`src/common/ssmc_consts.svh`:
```
`ifndef SSMC_CONSTS_SVH
`define SSMC_CONSTS_SVH
// ---------------------------------------------------------------
// register byte offsets
// ---------------------------------------------------------------
`define SSMC_OFF_CTRL1      8'h00
`define SSMC_OFF_STATUS     8'h04
`define SSMC_OFF_CLEAR      8'h08
`define SSMC_OFF_ENABLE     8'h0C
`define SSMC_OFF_BAUD       8'h10
`define SSMC_OFF_DATA       8'h14
// ---------------------------------------------------------------
// control field positions
// ---------------------------------------------------------------
`define SSMC_BIT_OVF        6
`define SSMC_BIT_EN         5
`define SSMC_BIT_CKP        4
`define SSMC_MODE_MSB       3
// ---------------------------------------------------------------
// reset values
// ---------------------------------------------------------------
`define SSMC_RST_CTRL1      8'h00
`define SSMC_RST_BAUD       8'h00
// ---------------------------------------------------------------
// status bit positions
// ---------------------------------------------------------------
`define SSMC_IRQ_OVF        0
`define SSMC_IRQ_RX         1
`define SSMC_IRQ_START      2
`define SSMC_IRQ_STOP       3
`endif

```
`src/common/ssmc_pkg.sv`:
```
package ssmc_pkg;
  // ---------------------------------------------------------------
  // mode selector codes
  // ---------------------------------------------------------------
  typedef enum logic [3:0] {
    SSMC_SPI_M_DIV4   = 4'h0,
    SSMC_SPI_M_DIV16  = 4'h1,
    SSMC_SPI_M_DIV64  = 4'h2,
    SSMC_SPI_M_TIMER_TWO   = 4'h3,
    SSMC_SPI_S_SSEN   = 4'h4,
    SSMC_SPI_S_NOSS   = 4'h5,
    SSMC_I2C_S_7      = 4'h6,
    SSMC_I2C_S_10     = 4'h7,
    SSMC_RSVD_8       = 4'h8,
    SSMC_RSVD_9       = 4'h9,
    SSMC_SPI_M_BAUD   = 4'hA,
    SSMC_I2C_M_FW     = 4'hB,
    SSMC_RSVD_C       = 4'hC,
    SSMC_RSVD_D       = 4'hD,
    SSMC_I2C_S_7_INT  = 4'hE,
    SSMC_I2C_S_10_INT = 4'hF
  } ssmc_mode_t;

  typedef enum logic [2:0] {
    SSMC_BUS_IDLE = 3'b001,
    SSMC_BUS_ACK  = 3'b010,
    SSMC_BUS_WAIT = 3'b100
  } ssmc_bus_t;
endpackage

```
`src/rtl/ssmc_clk_div.sv`:
```
`timescale 1ns/1ps
`include "ssmc_consts.svh"
// ---------------------------------------------------------------
// master serial clock tick generator
// ---------------------------------------------------------------
module ssmc_clk_div (
  input  wire logic              clk_i,
  input  wire logic              rst_i,
  input  wire ssmc_pkg::ssmc_mode_t mode_i,
  input  wire logic [7:0]        baud_i,
  input  wire logic              timer_two_i,
  output logic                   tick_o
);
  import ssmc_pkg::*;

  typedef struct packed {
    logic [9:0] cnt;
    logic       tmr_tgl;
    logic       tick;
  } ssmc_div_t;

  ssmc_div_t s_q, s_d;
  logic [9:0] limit;

  // half-period limit in system clocks, tick toggles the serial clock
  always_comb begin
    limit = 10'h001;
    s_d = s_q;
    s_d.tick = 1'b0;
    case (mode_i)
      SSMC_SPI_M_DIV4:  limit = 10'h001;
      SSMC_SPI_M_DIV16: limit = 10'h007;
      SSMC_SPI_M_DIV64: limit = 10'h01F;
      SSMC_SPI_M_BAUD:  limit = {baud_i, 2'b11} >> 1;
      default:          limit = 10'h001;
    endcase
    if (mode_i == SSMC_SPI_M_TIMER_TWO) begin
      // each timer pulse toggles, giving half the timer rate
      if (timer_two_i) begin
        s_d.tmr_tgl = ~s_q.tmr_tgl;
        s_d.tick = 1'b1;
      end
      s_d.cnt = 10'h000;
    end else if (s_q.cnt >= limit) begin
      s_d.cnt = 10'h000;
      s_d.tick = 1'b1;
    end else begin
      s_d.cnt = s_q.cnt + 10'h001;
    end
  end

  always_ff @(posedge clk_i) begin
    if (rst_i) s_q <= '0;
    else       s_q <= s_d;
  end

  assign tick_o = s_q.tick;
endmodule // ssmc_clk_div

```
`src/rtl/ssmc_ctrl.sv`:
```
`timescale 1ns/1ps
`include "ssmc_consts.svh"
// Function
// - spi slave: byte arriving while buffer unread sets overflow, byte lost
// - spi master never sets overflow; only spi slave and i2c modes (including firmware i2c master) can
// - i2c: received byte over unread buffer sets overflow; ignored on transmit
// - enable bit hands serial pins to port; clear returns gpio
// - spi polarity bit selects idle clock level
// - i2c slave: polarity bit 1 releases clock, 0 stretches it low
// - modes 0-3: spi master at osc/4, /16, /64, timer/2
// - modes 4,5: spi slave with or without slave select
// - modes 6,7,E,F: i2c slave 7/10 bit, E/F add start/stop interrupts
// - mode A baud-rate spi master, B firmware i2c master, 8/9/C/D reserved
module ssmc_ctrl (
  input  wire logic        clk_i,
  input  wire logic        rst_i,
  // wishbone slave
  input  wire logic        cyc_i,
  input  wire logic        stb_i,
  input  wire logic        we_i,
  input  wire logic [7:0]  adr_i,
  input  wire logic [3:0]  sel_i,
  input  wire logic [31:0] dat_i,
  output logic [31:0]      dat_o,
  output logic             ack_o,
  output logic             irq_o,
  // shift engine side
  input  wire logic        rx_byte_i,
  input  wire logic [7:0]  rx_data_i,
  input  wire logic        i2c_start_i,
  input  wire logic        i2c_stop_i,
  input  wire logic        i2c_tx_i,
  input  wire logic        timer_two_i,
  output logic             tx_load_o,
  output logic [7:0]       tx_data_o,
  output logic             sclk_tick_o,
  output logic             sck_idle_o,
  output logic             clk_hold_o,
  output logic             slave_sel_en_o,
  output logic             addr_10bit_o,
  output logic             i2c_mode_o,
  output logic             spi_slave_o,
  output logic             mode_reserved_o,
  output logic [3:0]       serial_mode_select_o,
  output logic             pin_sel_sck_o,
  output logic             pin_sel_sdo_o,
  output logic             pin_sel_sdi_o,
  output logic             pin_sel_ss_o,
  output logic             pin_sel_scl_o,
  output logic             pin_sel_sda_o
);
  import ssmc_pkg::*;

  // ---------------------------------------------------------------
  // state
  // ---------------------------------------------------------------
  typedef struct packed {
    ssmc_bus_t   bus;
    logic [31:0] rdata;
    logic        ack;
    logic        ovf;
    logic        en;
    logic        clock_polarity_hold;
    ssmc_mode_t  mode;
    logic [7:0]  baud;
    logic [7:0]  buffer;
    logic        full;
    logic [3:0]  status;
    logic [3:0]  irq_en;
    logic        irq;
    logic        tx_load;
    logic [7:0]  tx_data;
    logic [5:0]  pins;
    logic        idle;
    logic        hold;
    logic        ss_en;
    logic        a10;
    logic        i2c;
    logic        spis;
    logic        rsvd;
  } ssmc_state_t;

  ssmc_state_t s_q, s_d;
  logic        tick;

  function automatic logic is_i2c(input ssmc_mode_t m);
    is_i2c = (m == SSMC_I2C_S_7) || (m == SSMC_I2C_S_10) || (m == SSMC_I2C_M_FW) ||
             (m == SSMC_I2C_S_7_INT) || (m == SSMC_I2C_S_10_INT);
  endfunction

  function automatic logic is_spi_slave(input ssmc_mode_t m);
    is_spi_slave = (m == SSMC_SPI_S_SSEN) || (m == SSMC_SPI_S_NOSS);
  endfunction

  ssmc_clk_div u_div (
    .clk_i       (clk_i),
    .rst_i       (rst_i),
    .mode_i      (s_q.mode),
    .baud_i      (s_q.baud),
    .timer_two_i (timer_two_i),
    .tick_o      (tick)
  );

  logic wr_hit;
  logic rd_hit;
  logic [3:0] ev;

  // ---------------------------------------------------------------
  // next state
  // ---------------------------------------------------------------
  always_comb begin
    s_d = s_q;
    s_d.ack = 1'b0;
    s_d.tx_load = 1'b0;
    wr_hit = 1'b0;
    rd_hit = 1'b0;
    ev = 4'h0;
    // bus: ack one cycle after strobe, then one idle cycle
    case (s_q.bus)
      SSMC_BUS_IDLE: begin
        if (cyc_i && stb_i) begin
          s_d.bus = SSMC_BUS_ACK;
          s_d.ack = 1'b1;
          wr_hit = we_i;
          rd_hit = ~we_i;
        end
      end
      SSMC_BUS_ACK:  s_d.bus = SSMC_BUS_WAIT;
      SSMC_BUS_WAIT: s_d.bus = SSMC_BUS_IDLE;
      default:       s_d.bus = SSMC_BUS_IDLE;
    endcase

    // read mux; unmapped reads give zero
    if (rd_hit) begin
      case (adr_i)
        `SSMC_OFF_CTRL1:  s_d.rdata = {24'h000000, 1'b0, s_q.ovf, s_q.en, s_q.clock_polarity_hold, s_q.mode};
        `SSMC_OFF_STATUS: s_d.rdata = {28'h0000000, s_q.status};
        `SSMC_OFF_ENABLE: s_d.rdata = {28'h0000000, s_q.irq_en};
        `SSMC_OFF_BAUD:   s_d.rdata = {24'h000000, s_q.baud};
        `SSMC_OFF_DATA:   s_d.rdata = {24'h000000, s_q.buffer};
        default:          s_d.rdata = 32'h00000000;
      endcase
      if (adr_i == `SSMC_OFF_DATA) s_d.full = 1'b0;       // reading frees the buffer
    end

    // register writes on byte lane 0
    if (wr_hit && sel_i[0]) begin
      case (adr_i)
        `SSMC_OFF_CTRL1: begin
          s_d.ovf  = s_q.ovf & dat_i[`SSMC_BIT_OVF];       // software may only clear
          s_d.en   = dat_i[`SSMC_BIT_EN];
          s_d.clock_polarity_hold  = dat_i[`SSMC_BIT_CKP];
          s_d.mode = ssmc_mode_t'(dat_i[`SSMC_MODE_MSB:0]);
        end
        `SSMC_OFF_CLEAR:  s_d.status = s_q.status & ~dat_i[3:0];
        `SSMC_OFF_ENABLE: s_d.irq_en = dat_i[3:0];
        `SSMC_OFF_BAUD:   s_d.baud = dat_i[7:0];
        `SSMC_OFF_DATA: begin
          s_d.tx_data = dat_i[7:0];                        // master transfers start here
          s_d.tx_load = s_q.en;
        end
        default: ;
      endcase
    end

    // receive: byte onto an unread buffer is an overflow in spi slave and i2c receive; spi master overwrites
    if (rx_byte_i && s_q.en) begin
      ev[`SSMC_IRQ_RX] = 1'b1;
      if (s_q.full && (is_spi_slave(s_q.mode) || (is_i2c(s_q.mode) && !i2c_tx_i))) begin
        s_d.ovf = 1'b1;                                    // set wins over clear
        ev[`SSMC_IRQ_OVF] = 1'b1;                          // shift contents dropped
      end else begin
        s_d.buffer = rx_data_i;
        s_d.full = 1'b1;
      end
    end
    // start/stop interrupts only in modes E and F
    if (s_q.en && (s_q.mode == SSMC_I2C_S_7_INT || s_q.mode == SSMC_I2C_S_10_INT)) begin
      ev[`SSMC_IRQ_START] = i2c_start_i;
      ev[`SSMC_IRQ_STOP]  = i2c_stop_i;
    end
    s_d.status = s_d.status | ev;                          // events beat clears
    s_d.irq = |(s_d.status & s_d.irq_en);

    // pin ownership and mode decode
    s_d.pins  = 6'h00;
    if (s_d.en) begin
      if (is_i2c(s_d.mode)) s_d.pins = 6'b110000;          // scl, sda
      else if (s_d.mode == SSMC_SPI_S_SSEN) s_d.pins = 6'b001111;
      else s_d.pins = 6'b000111;                           // ss stays gpio
    end
    s_d.idle  = s_d.clock_polarity_hold & ~is_i2c(s_d.mode);
    s_d.hold  = ~s_d.clock_polarity_hold & is_i2c(s_d.mode) & (s_d.mode != SSMC_I2C_M_FW);
    s_d.ss_en = (s_d.mode == SSMC_SPI_S_SSEN);
    s_d.a10   = (s_d.mode == SSMC_I2C_S_10) || (s_d.mode == SSMC_I2C_S_10_INT);
    s_d.i2c   = is_i2c(s_d.mode);
    s_d.spis  = is_spi_slave(s_d.mode);
    s_d.rsvd  = (s_d.mode == SSMC_RSVD_8) || (s_d.mode == SSMC_RSVD_9) ||
                (s_d.mode == SSMC_RSVD_C) || (s_d.mode == SSMC_RSVD_D);
  end

  // ---------------------------------------------------------------
  // registers
  // ---------------------------------------------------------------
  always_ff @(posedge clk_i) begin
    if (rst_i) begin
      s_q      <= '0;
      s_q.bus  <= SSMC_BUS_IDLE;
      s_q.mode <= ssmc_mode_t'(4'h0);
    end else begin
      s_q <= s_d;
    end
  end

  logic tick_q;
  // master clock tick registered for a flop-driven output; gated by the
  // next mode so that no stale tick leaks out in the cycle a slave mode lands
  always_ff @(posedge clk_i) begin
    if (rst_i) tick_q <= 1'b0;
    else       tick_q <= tick & s_d.en & ~is_i2c(s_d.mode) & ~is_spi_slave(s_d.mode);
  end

  assign dat_o                = s_q.rdata;
  assign ack_o                = s_q.ack;
  assign irq_o                = s_q.irq;
  assign tx_load_o            = s_q.tx_load;
  assign tx_data_o            = s_q.tx_data;
  assign sclk_tick_o          = tick_q;
  assign sck_idle_o           = s_q.idle;
  assign clk_hold_o           = s_q.hold;
  assign slave_sel_en_o       = s_q.ss_en;
  assign addr_10bit_o         = s_q.a10;
  assign i2c_mode_o           = s_q.i2c;
  assign spi_slave_o          = s_q.spis;
  assign mode_reserved_o      = s_q.rsvd;
  assign serial_mode_select_o = s_q.mode;
  assign pin_sel_sck_o        = s_q.pins[0];
  assign pin_sel_sdo_o        = s_q.pins[1];
  assign pin_sel_sdi_o        = s_q.pins[2];
  assign pin_sel_ss_o         = s_q.pins[3];
  assign pin_sel_sda_o        = s_q.pins[4];
  assign pin_sel_scl_o        = s_q.pins[5];
endmodule // ssmc_ctrl

```
`config.mk`:
```
export PLATFORM = sky130hd
export DESIGN_NAME = ssmc_ctrl
export DESIGN_NICKNAME = d
export VERILOG_FILES = /design/src/common/ssmc_pkg.sv /design/src/rtl/ssmc_clk_div.sv /design/src/rtl/ssmc_ctrl.sv
export VERILOG_INCLUDE_DIRS = /design/src /design/src/common
export SDC_FILE = /design/constraint.sdc
export NUM_CORES = 1
export LEC_CHECK = 0
export BUFFER_PORTS_ARGS = -buffer_cell sky130_fd_sc_hd__buf_2
export CAP_MARGIN = 20
export CORE_MARGIN = 4
export CORE_UTILIZATION = 46
export CTS_CLUSTER_DIAMETER = 150
export CTS_CLUSTER_SIZE = 20
export DETAILED_ROUTE_END_ITERATION = 6
export MAX_ROUTING_LAYER = met4
export PLACE_DENSITY = 0.7
export SYNTH_ARGS = -nofsm -noshare
export SYNTH_HDL_FRONTEND = slang
export SYNTH_SLANG_ARGS = --single-unit
```
`constraint.sdc`:
```
create_clock -name clk_i -period 3.4 [get_ports clk_i]
set_input_delay 0.51 -clock clk_i [delete_from_list [all_inputs] [get_ports clk_i]]
set_output_delay 0.51 -clock clk_i [all_outputs]
set_load 0.01 [all_outputs]
```
* After elaboration in Yosys (flattened, before gate mapping)
Cells that the tools add are included.
** Storage, ports and cells
- Output and inout bits :: 61
- Logic and storage cells :: 142
- Bits in registers :: 103
- Bits of input ports :: 62
** Cells by class
- Add/subtract/negate cells :: 1
- Mux-type cells :: 29
- Equal/unequal tests :: 31
- Bitwise gates (word level) :: 20
- $lt $le $gt $ge :: 1
- Reduce and logical (&&, ||, !) cells :: 33
** Operators with widths (count)
- $eq A4 B4 Y1 const B :: 11
- $pmux W8 S5 :: 1
- $eq A4 B3 Y1 const B :: 8
- $pmux W9 S3 :: 1
- $eq A8 B4 Y1 const B :: 2
- $eq A8 B5 Y1 const B :: 2
- $logic_or A1 B1 Y1 :: 16
- $mux W8 :: 2
- $mux W1 :: 15
- $mux W15 :: 1
- $mux W4 :: 3
- $add A10 B1 Y10 const B :: 1
- $ge A10 B9 Y1 :: 1
- $not A1 Y1 :: 9
- $reduce_or A3 Y1 :: 3
- $and A4 B4 Y4 :: 2
- $eq A4 B2 Y1 const B :: 2
- $eq A8 B3 Y1 const B :: 1
- $logic_not A8 Y1 :: 1
- $and A1 B1 Y1 :: 7
- $mux W7 :: 1
- $logic_and A1 B1 Y1 :: 6
- $mux W6 :: 1
- $pmux W3 S2 :: 1
- other kinds (13) :: 17

* Depth between registers and ports, before layout
- Depth in word-level cells :: 13
- Gate-level depth with buffers :: 11
- Mapped depth without buffers :: 10

* Cells and area by module
Synthesis repeated with hierarchy kept, for this count alone.
** Unflattened totals
- Cell total of the unflattened synthesis :: 434
- Area, all modules :: 3808.7 µm²
** Modules (own cells, without submodules)
- ssmc_ctrl :: area each 3103.0 µm², times used 1, seq. area each 1301.2 µm², cells an instance 349
- ssmc_clk_div :: area each 705.7 µm², times used 1, seq. area each 220.2 µm², cells an instance 85

* Worst setup path before layout
No wires, ideal clock.
- Path type :: reg-to-reg
- From :: register s_q, in the netlist serial_mode_select_o[1]
- To :: register u_div.s_q[10] (netlist bit)
- Data required time :: 3.333 ns
- Stages on the path, launching flop included :: 12
- Setup slack :: 0.803 ns
- Period minus slack after synthesis :: 2.597 ns
- Path buffers :: 1
- Data arrival time :: 2.530 ns
- Setup time :: 0.067 ns
- Path through :: dfxtp_1 clkbuf_1 nor2b_1 nor2b_1 and2_1 nand2_1 ha_1 a2111oi_0 nand2_1 a31oi_1 o21ai_1 nor2_1
** On the way
- Longest elaborated chain between the ends :: 4
- Elaborated cells on any way between the ends :: 7
- Those cells by class :: 1 x order compare; 4 x eq/ne; 1 x mux; 1 x reduce/logical
** Ends and longest elaborated chain
- from (decl) :: RTL line ssmc_ctrl.sv:83 : ssmc_state_t s_q, s_d;
- $eq A4 B4 Y1, or another cell as far along :: RTL line ssmc_clk_div.sv:30 : case (mode_i)
- $pmux W9 S3 :: RTL line ssmc_clk_div.sv:30
- $ge A10 B9 Y1 :: RTL line ssmc_clk_div.sv:44 : end else if (s_q.cnt >= limit) begin
- $reduce_or A3 Y1 (no source line) (*)
- to (signal assigned) :: RTL line ssmc_clk_div.sv:53 : if (rst_i) s_q <= '0;
- to (signal assigned) :: RTL line ssmc_clk_div.sv:54 : else s_q <= s_d;
- to (decl) :: RTL line ssmc_clk_div.sv:22 : ssmc_div_t s_q, s_d;
Every way passes the cells marked *; elsewhere a longest branch is shown, timed or not.
A chain may end at the register's enable or synchronous reset.

* Worst setup path after layout
- From :: register s_q, in the netlist serial_mode_select_o[1]
- To :: register u_div.s_q[9] (netlist bit)
The elaborated chain is that of the path after synthesis.

==> run summary <==
The analysis attributes to net switching a power of 0.4691 mW. The final setup violation count is 0. The fraction of power consumed by sequential logic came out at 49.4%. The depth of the CTS H-tree came out at 3. The number of buffers added by the clock tree synthesis step came out at 9.

The number of distinct library cells after synthesis came out at 58. The cell count after synthesis came out at 442. In the routed layout, each cell is associated on average with a via count of 5.270. The final wirelength is 9115 um.

The post-CTS setup repair buffer count is 0. The largest net degree at the start of global routing is 26. The largest voltage drop on the vdd net came out at 0.3130 mV. The number of cells after detailed placement is 583.

The layout has 759 filler cells. Across every metal layer, demand over resource in global routing totals 19.23%. Setup repair after global routing left no endpoint under its margin. The multi-input combinational cells in the finished layout cover a total of 1928 um2.

The placeable core region came out at 8134 um2. The internal power of the cells totals 1.405 mW. The number of hold buffers added after cts came out at 0. Based on the critical path, the design can be clocked at up to 371.8 MHz. The worst path arrival time is 2.97 ns. The max-slew violation total from the final report came to 0.

After synthesis, the cell types taking the most area are sky130_fd_sc_hd__dfxtp_1 (40%), sky130_fd_sc_hd__buf_4 (9.2%), sky130_fd_sc_hd__mux2i_1 (6.3%), sky130_fd_sc_hd__nand2_1 (5.5%), sky130_fd_sc_hd__nor2_1 (4.4%). The total DRC errors in the routed layout is 0. In this run the clock root is driven by a sky130_fd_sc_hd__clkbuf_8. The average detailed-routed wire length per instance is 15.22 um. The wire-length estimate of the detail-placed layout is 6797 um. The initial antenna violation count came out at 0. The cell with the biggest individual delay on the critical path is sky130_fd_sc_hd__a2111oi_0. The TritonCTS clock tree is yes. The initial detailed-routing violation count came out at 260.

The count of buffers inserted at the top-level ports came out at 71. The leakage power came out at 1.857 nW. The category of the critical setup timing path is flip-flop to flip-flop. The x dimension of the die came out at 99.20 um.

The critical path goes through nor2b_1, nor2b_1, and2_1, nand2_1, ha_1, a2111oi_0, nand2_1, a31oi_1, o21ai_1, nor2_1. The cell family contributing the most delay on the critical path is compound AO/OA/AOI/OAI gates. The sequential cell area came out at 1521 um2. The maximum clock path buffer count came out at 2.

The number of sinks handled by clock tree synthesis came out at 76. The switching power as a share of total power came out at 25.03%. The share of post-route cells with drive strength above 1 is 23.28%. The worst setup path is launched from a flip-flop. The proportion of register bits with asynchronous set or reset after synthesis came out at 0%. The number of global-route vias before repair was 2990. The biggest fanout along the worst timing path is 10.

The total die area is 9841 um2. The routed design could run at a clock period as short as 2.690 ns. The maximum cell stage delay along the critical path is 0.57 ns. The number of nets in the layout came out at 560. After floorplanning, the core was divided into 33 placement rows. The antenna cell count is 0. The final worst clock skew is 0.008278 ns.

The share of the cycle needed by the critical path after routing came out at 79.10%. The final weighted congestion in routability-driven placement is 0.9065. After synthesis, the largest area contributor takes up 39.76% of total cell area. The number of routed nets with antenna violations is 0. By count the netlist is led by sky130_fd_sc_hd__dfxtp_1 (76), sky130_fd_sc_hd__nand2_1 (56), sky130_fd_sc_hd__buf_4 (47). The average size of a mapped cell came out at 8.656 um2. The clock latency on the worst-skew pair came out at 0.35 ns. The required time at the worst-slack endpoint came out at 3.68 ns. Combinational logic burns 9.3% of the power.

In this run, synthesis inferred 0 flip-flops with an integrated enable. The synthesis-to-layout area growth is 11.51%. The flow ran to the end, and the final reports show no timing, DRC or antenna violations. The effective utilization at floorplan is 47.04%. Excluding fillers, the count of instances in the completed layout stands at 599. The detailed-routing iteration count for the pre-antenna-repair pass came out at 4. The path class of the tightest hold or removal check is primary input to flip-flop. The summed instance area of the synthesized netlist came out at 3826 um2.

The floorplan die height came out at 99.20 um. The cell type contributing the most total cell area after synthesis is sky130_fd_sc_hd__dfxtp_1. The power share of the clock group came out at 41.3%.

The detailed router placed 3157 vias in this run. The post-cts resize count is 0. The tool flagged a number of max-cap violations equal to 0. The combined buffer and inverter count along the critical path is 0. The first global-routing pass estimated 14820 um of wire.

sky130_fd_sc_hd__dfxtp_1 is the most common cell in the netlist. The power per unit of standard cell area is 439.3 nW/um2. The actual slew at the worst max-slew pin came out at 0.6984 ns. After routing, the total negative slack on setup checks comes to 0 ns.

The synthesized flop and latch total is 76. 123 I/O pins were placed. The register area share after synthesis is 39.76%. The overall overflow remaining after global route is 0. The worst setup path is captured at a flip-flop.

The worst max-slew margin expressed relative to the limit came out at 53.44%. The number of failing hold endpoints at the final stage came out at 0. The total of warnings raised by yosys is 0.

The post-CTS clock slew at the launch and capture registers of the worst setup and hold paths came out at 0.08 ns. The most used flip-flop cell after synthesis is sky130_fd_sc_hd__dfxtp_1.
[layer usage]
metal | up-vias | routed length (um) | global-route usage [%]
met5 | - | 0 | -
met4 | 0 | 92 | 4.937
met3 | 7 | 730 | 3.576
met2 | 123 | 4161 | 29.13
met1 | 1469 | 4130 | 26.56
li1 | 1558 | - | -
[power groups by stage]
stage	clock [mW]	combinational, mW	sequential (mW)
CTS	0.789	0.175	0.926
floorplan	0	0.137	0.943
detailed placement	0	0.176	0.946
global placement	0	0.169	0.946
global route	0.822	0.197	0.929
finish	0.774	0.175	0.926
[per-stage QoR]
stage | power (mW) | hold WS (ns) | instance area, um2 | worst slack (ns) | util (%)
final | 1.874 | 0.4015 | 4267 | 0.7105 | 52.45
after floorplan | 1.080 | 0.4260 | 3913 | 0.8034 | -
after detailed placement | 1.122 | 0.4437 | 4041 | 0.7115 | 49.68
after global routing | 1.948 | 0.4059 | 4267 | 0.4085 | 52.45
after CTS | 1.890 | 0.3820 | 4267 | 0.6829 | 52.45
after global placement | 1.115 | 0.4388 | 4041 | 0.7976 | 49.68
[final timing paths]
kind	startpoint	to	slack [ns]	cells after the start
worst max-delay path	serial_mode_select_o[1]	u_div.s_q[9]	0.71	10
worst min-delay path	rx_data_i[1]	s_q[33]	0.40	3
worst max register to register	serial_mode_select_o[1]	u_div.s_q[9]	0.71	10
worst min register to register	tx_data_o[7]	tx_data_o[7]	0.45	2
[cell families after synthesis]
group                      share of synthesized area [%]
DFF                                                39.76
adders and majority gates                          2.943
other                                            0.09801
buffers and inverters                              12.26
AOI/OAI and AO/OA                                  12.46
and+or+nand+nor                                    23.09
xor gates and xnor gates                           1.831
muxes                                              7.554
[layout by cell type, fill, tap and decap left out, types with 3 or more instances in the layout]
| cell | instances |
|---|---|
| sky130_fd_sc_hd__and2_1 | 7 |
| sky130_fd_sc_hd__nor4_1 | 4 |
| sky130_fd_sc_hd__nor3_1 | 4 |
| sky130_fd_sc_hd__a21oi_1 | 27 |
| sky130_fd_sc_hd__and3_1 | 7 |
| sky130_fd_sc_hd__nor2_1 | 45 |
| sky130_fd_sc_hd__mux2i_1 | 24 |
| sky130_fd_sc_hd__nor2b_1 | 4 |
| sky130_fd_sc_hd__inv_1 | 6 |
| sky130_fd_sc_hd__ha_1 | 9 |
| sky130_fd_sc_hd__a311oi_1 | 4 |
| sky130_fd_sc_hd__xor2_1 | 6 |
| sky130_fd_sc_hd__clkbuf_8 | 10 |
| sky130_fd_sc_hd__nand3_1 | 18 |
| sky130_fd_sc_hd__a31oi_1 | 3 |
| sky130_fd_sc_hd__o21ai_0 | 11 |
| sky130_fd_sc_hd__dfxtp_1 | 76 |
| sky130_fd_sc_hd__a22o_1 | 3 |
| sky130_fd_sc_hd__a22oi_1 | 5 |
| sky130_fd_sc_hd__buf_2 | 71 |
| sky130_fd_sc_hd__and4b_1 | 3 |
| sky130_fd_sc_hd__mux2_2 | 3 |
| sky130_fd_sc_hd__nand2_1 | 56 |
| sky130_fd_sc_hd__conb_1 | 24 |
| sky130_fd_sc_hd__a21o_1 | 4 |
| sky130_fd_sc_hd__clkinvlp_4 | 3 |
| sky130_fd_sc_hd__buf_4 | 11 |
| sky130_fd_sc_hd__nand4_1 | 3 |
[final cells by class]
cell class | count | area share (%)
Timing Repair Buffer | 82 | 10.26
Sequential cell | 76 | 35.66
Clock buffer | 10 | 3.226
Inverter | 6 | 0.5279
Multi-Input combinational cell | 314 | 45.19
Tap cell | 105 | 3.079
Clock inverter | 6 | 2.053
[state kept, by name (all words and copies together), names as in the netlist]
| name | count |
|---|---|
| pin_sel_ss_o | 1 |
| s_q | 31 |
| addr_10bit_o | 1 |
| mode_reserved_o | 1 |
| sclk_tick_o | 1 |
| ack_o | 1 |
| pin_sel_sda_o | 1 |
| u_div.s_q | 10 |
| serial_mode_select_o | 4 |
| clk_hold_o | 1 |
| tx_data_o | 8 |
| pin_sel_sdi_o | 1 |
| spi_slave_o | 1 |
| tx_load_o | 1 |
| irq_o | 1 |
| i2c_mode_o | 1 |
| slave_sel_en_o | 1 |
| u_div.tick_o | 1 |
| sck_idle_o | 1 |
| dat_o | 8 |
[worst reg2reg max path, stage by stage, from the launching register on]
cell and delay [ns]:
sky130_fd_sc_hd__dfxtp_1 0.35, sky130_fd_sc_hd__nor2b_1 0.18, sky130_fd_sc_hd__nor2b_1 0.21, sky130_fd_sc_hd__and2_1 0.23
sky130_fd_sc_hd__nand2_1 0.08, sky130_fd_sc_hd__ha_1 0.29, sky130_fd_sc_hd__a2111oi_0 0.57, sky130_fd_sc_hd__nand2_1 0.11
sky130_fd_sc_hd__a31oi_1 0.20, sky130_fd_sc_hd__o21ai_1 0.24, sky130_fd_sc_hd__nor2_1 0.18
Note: power is estimated with default switching activity, not from simulation.
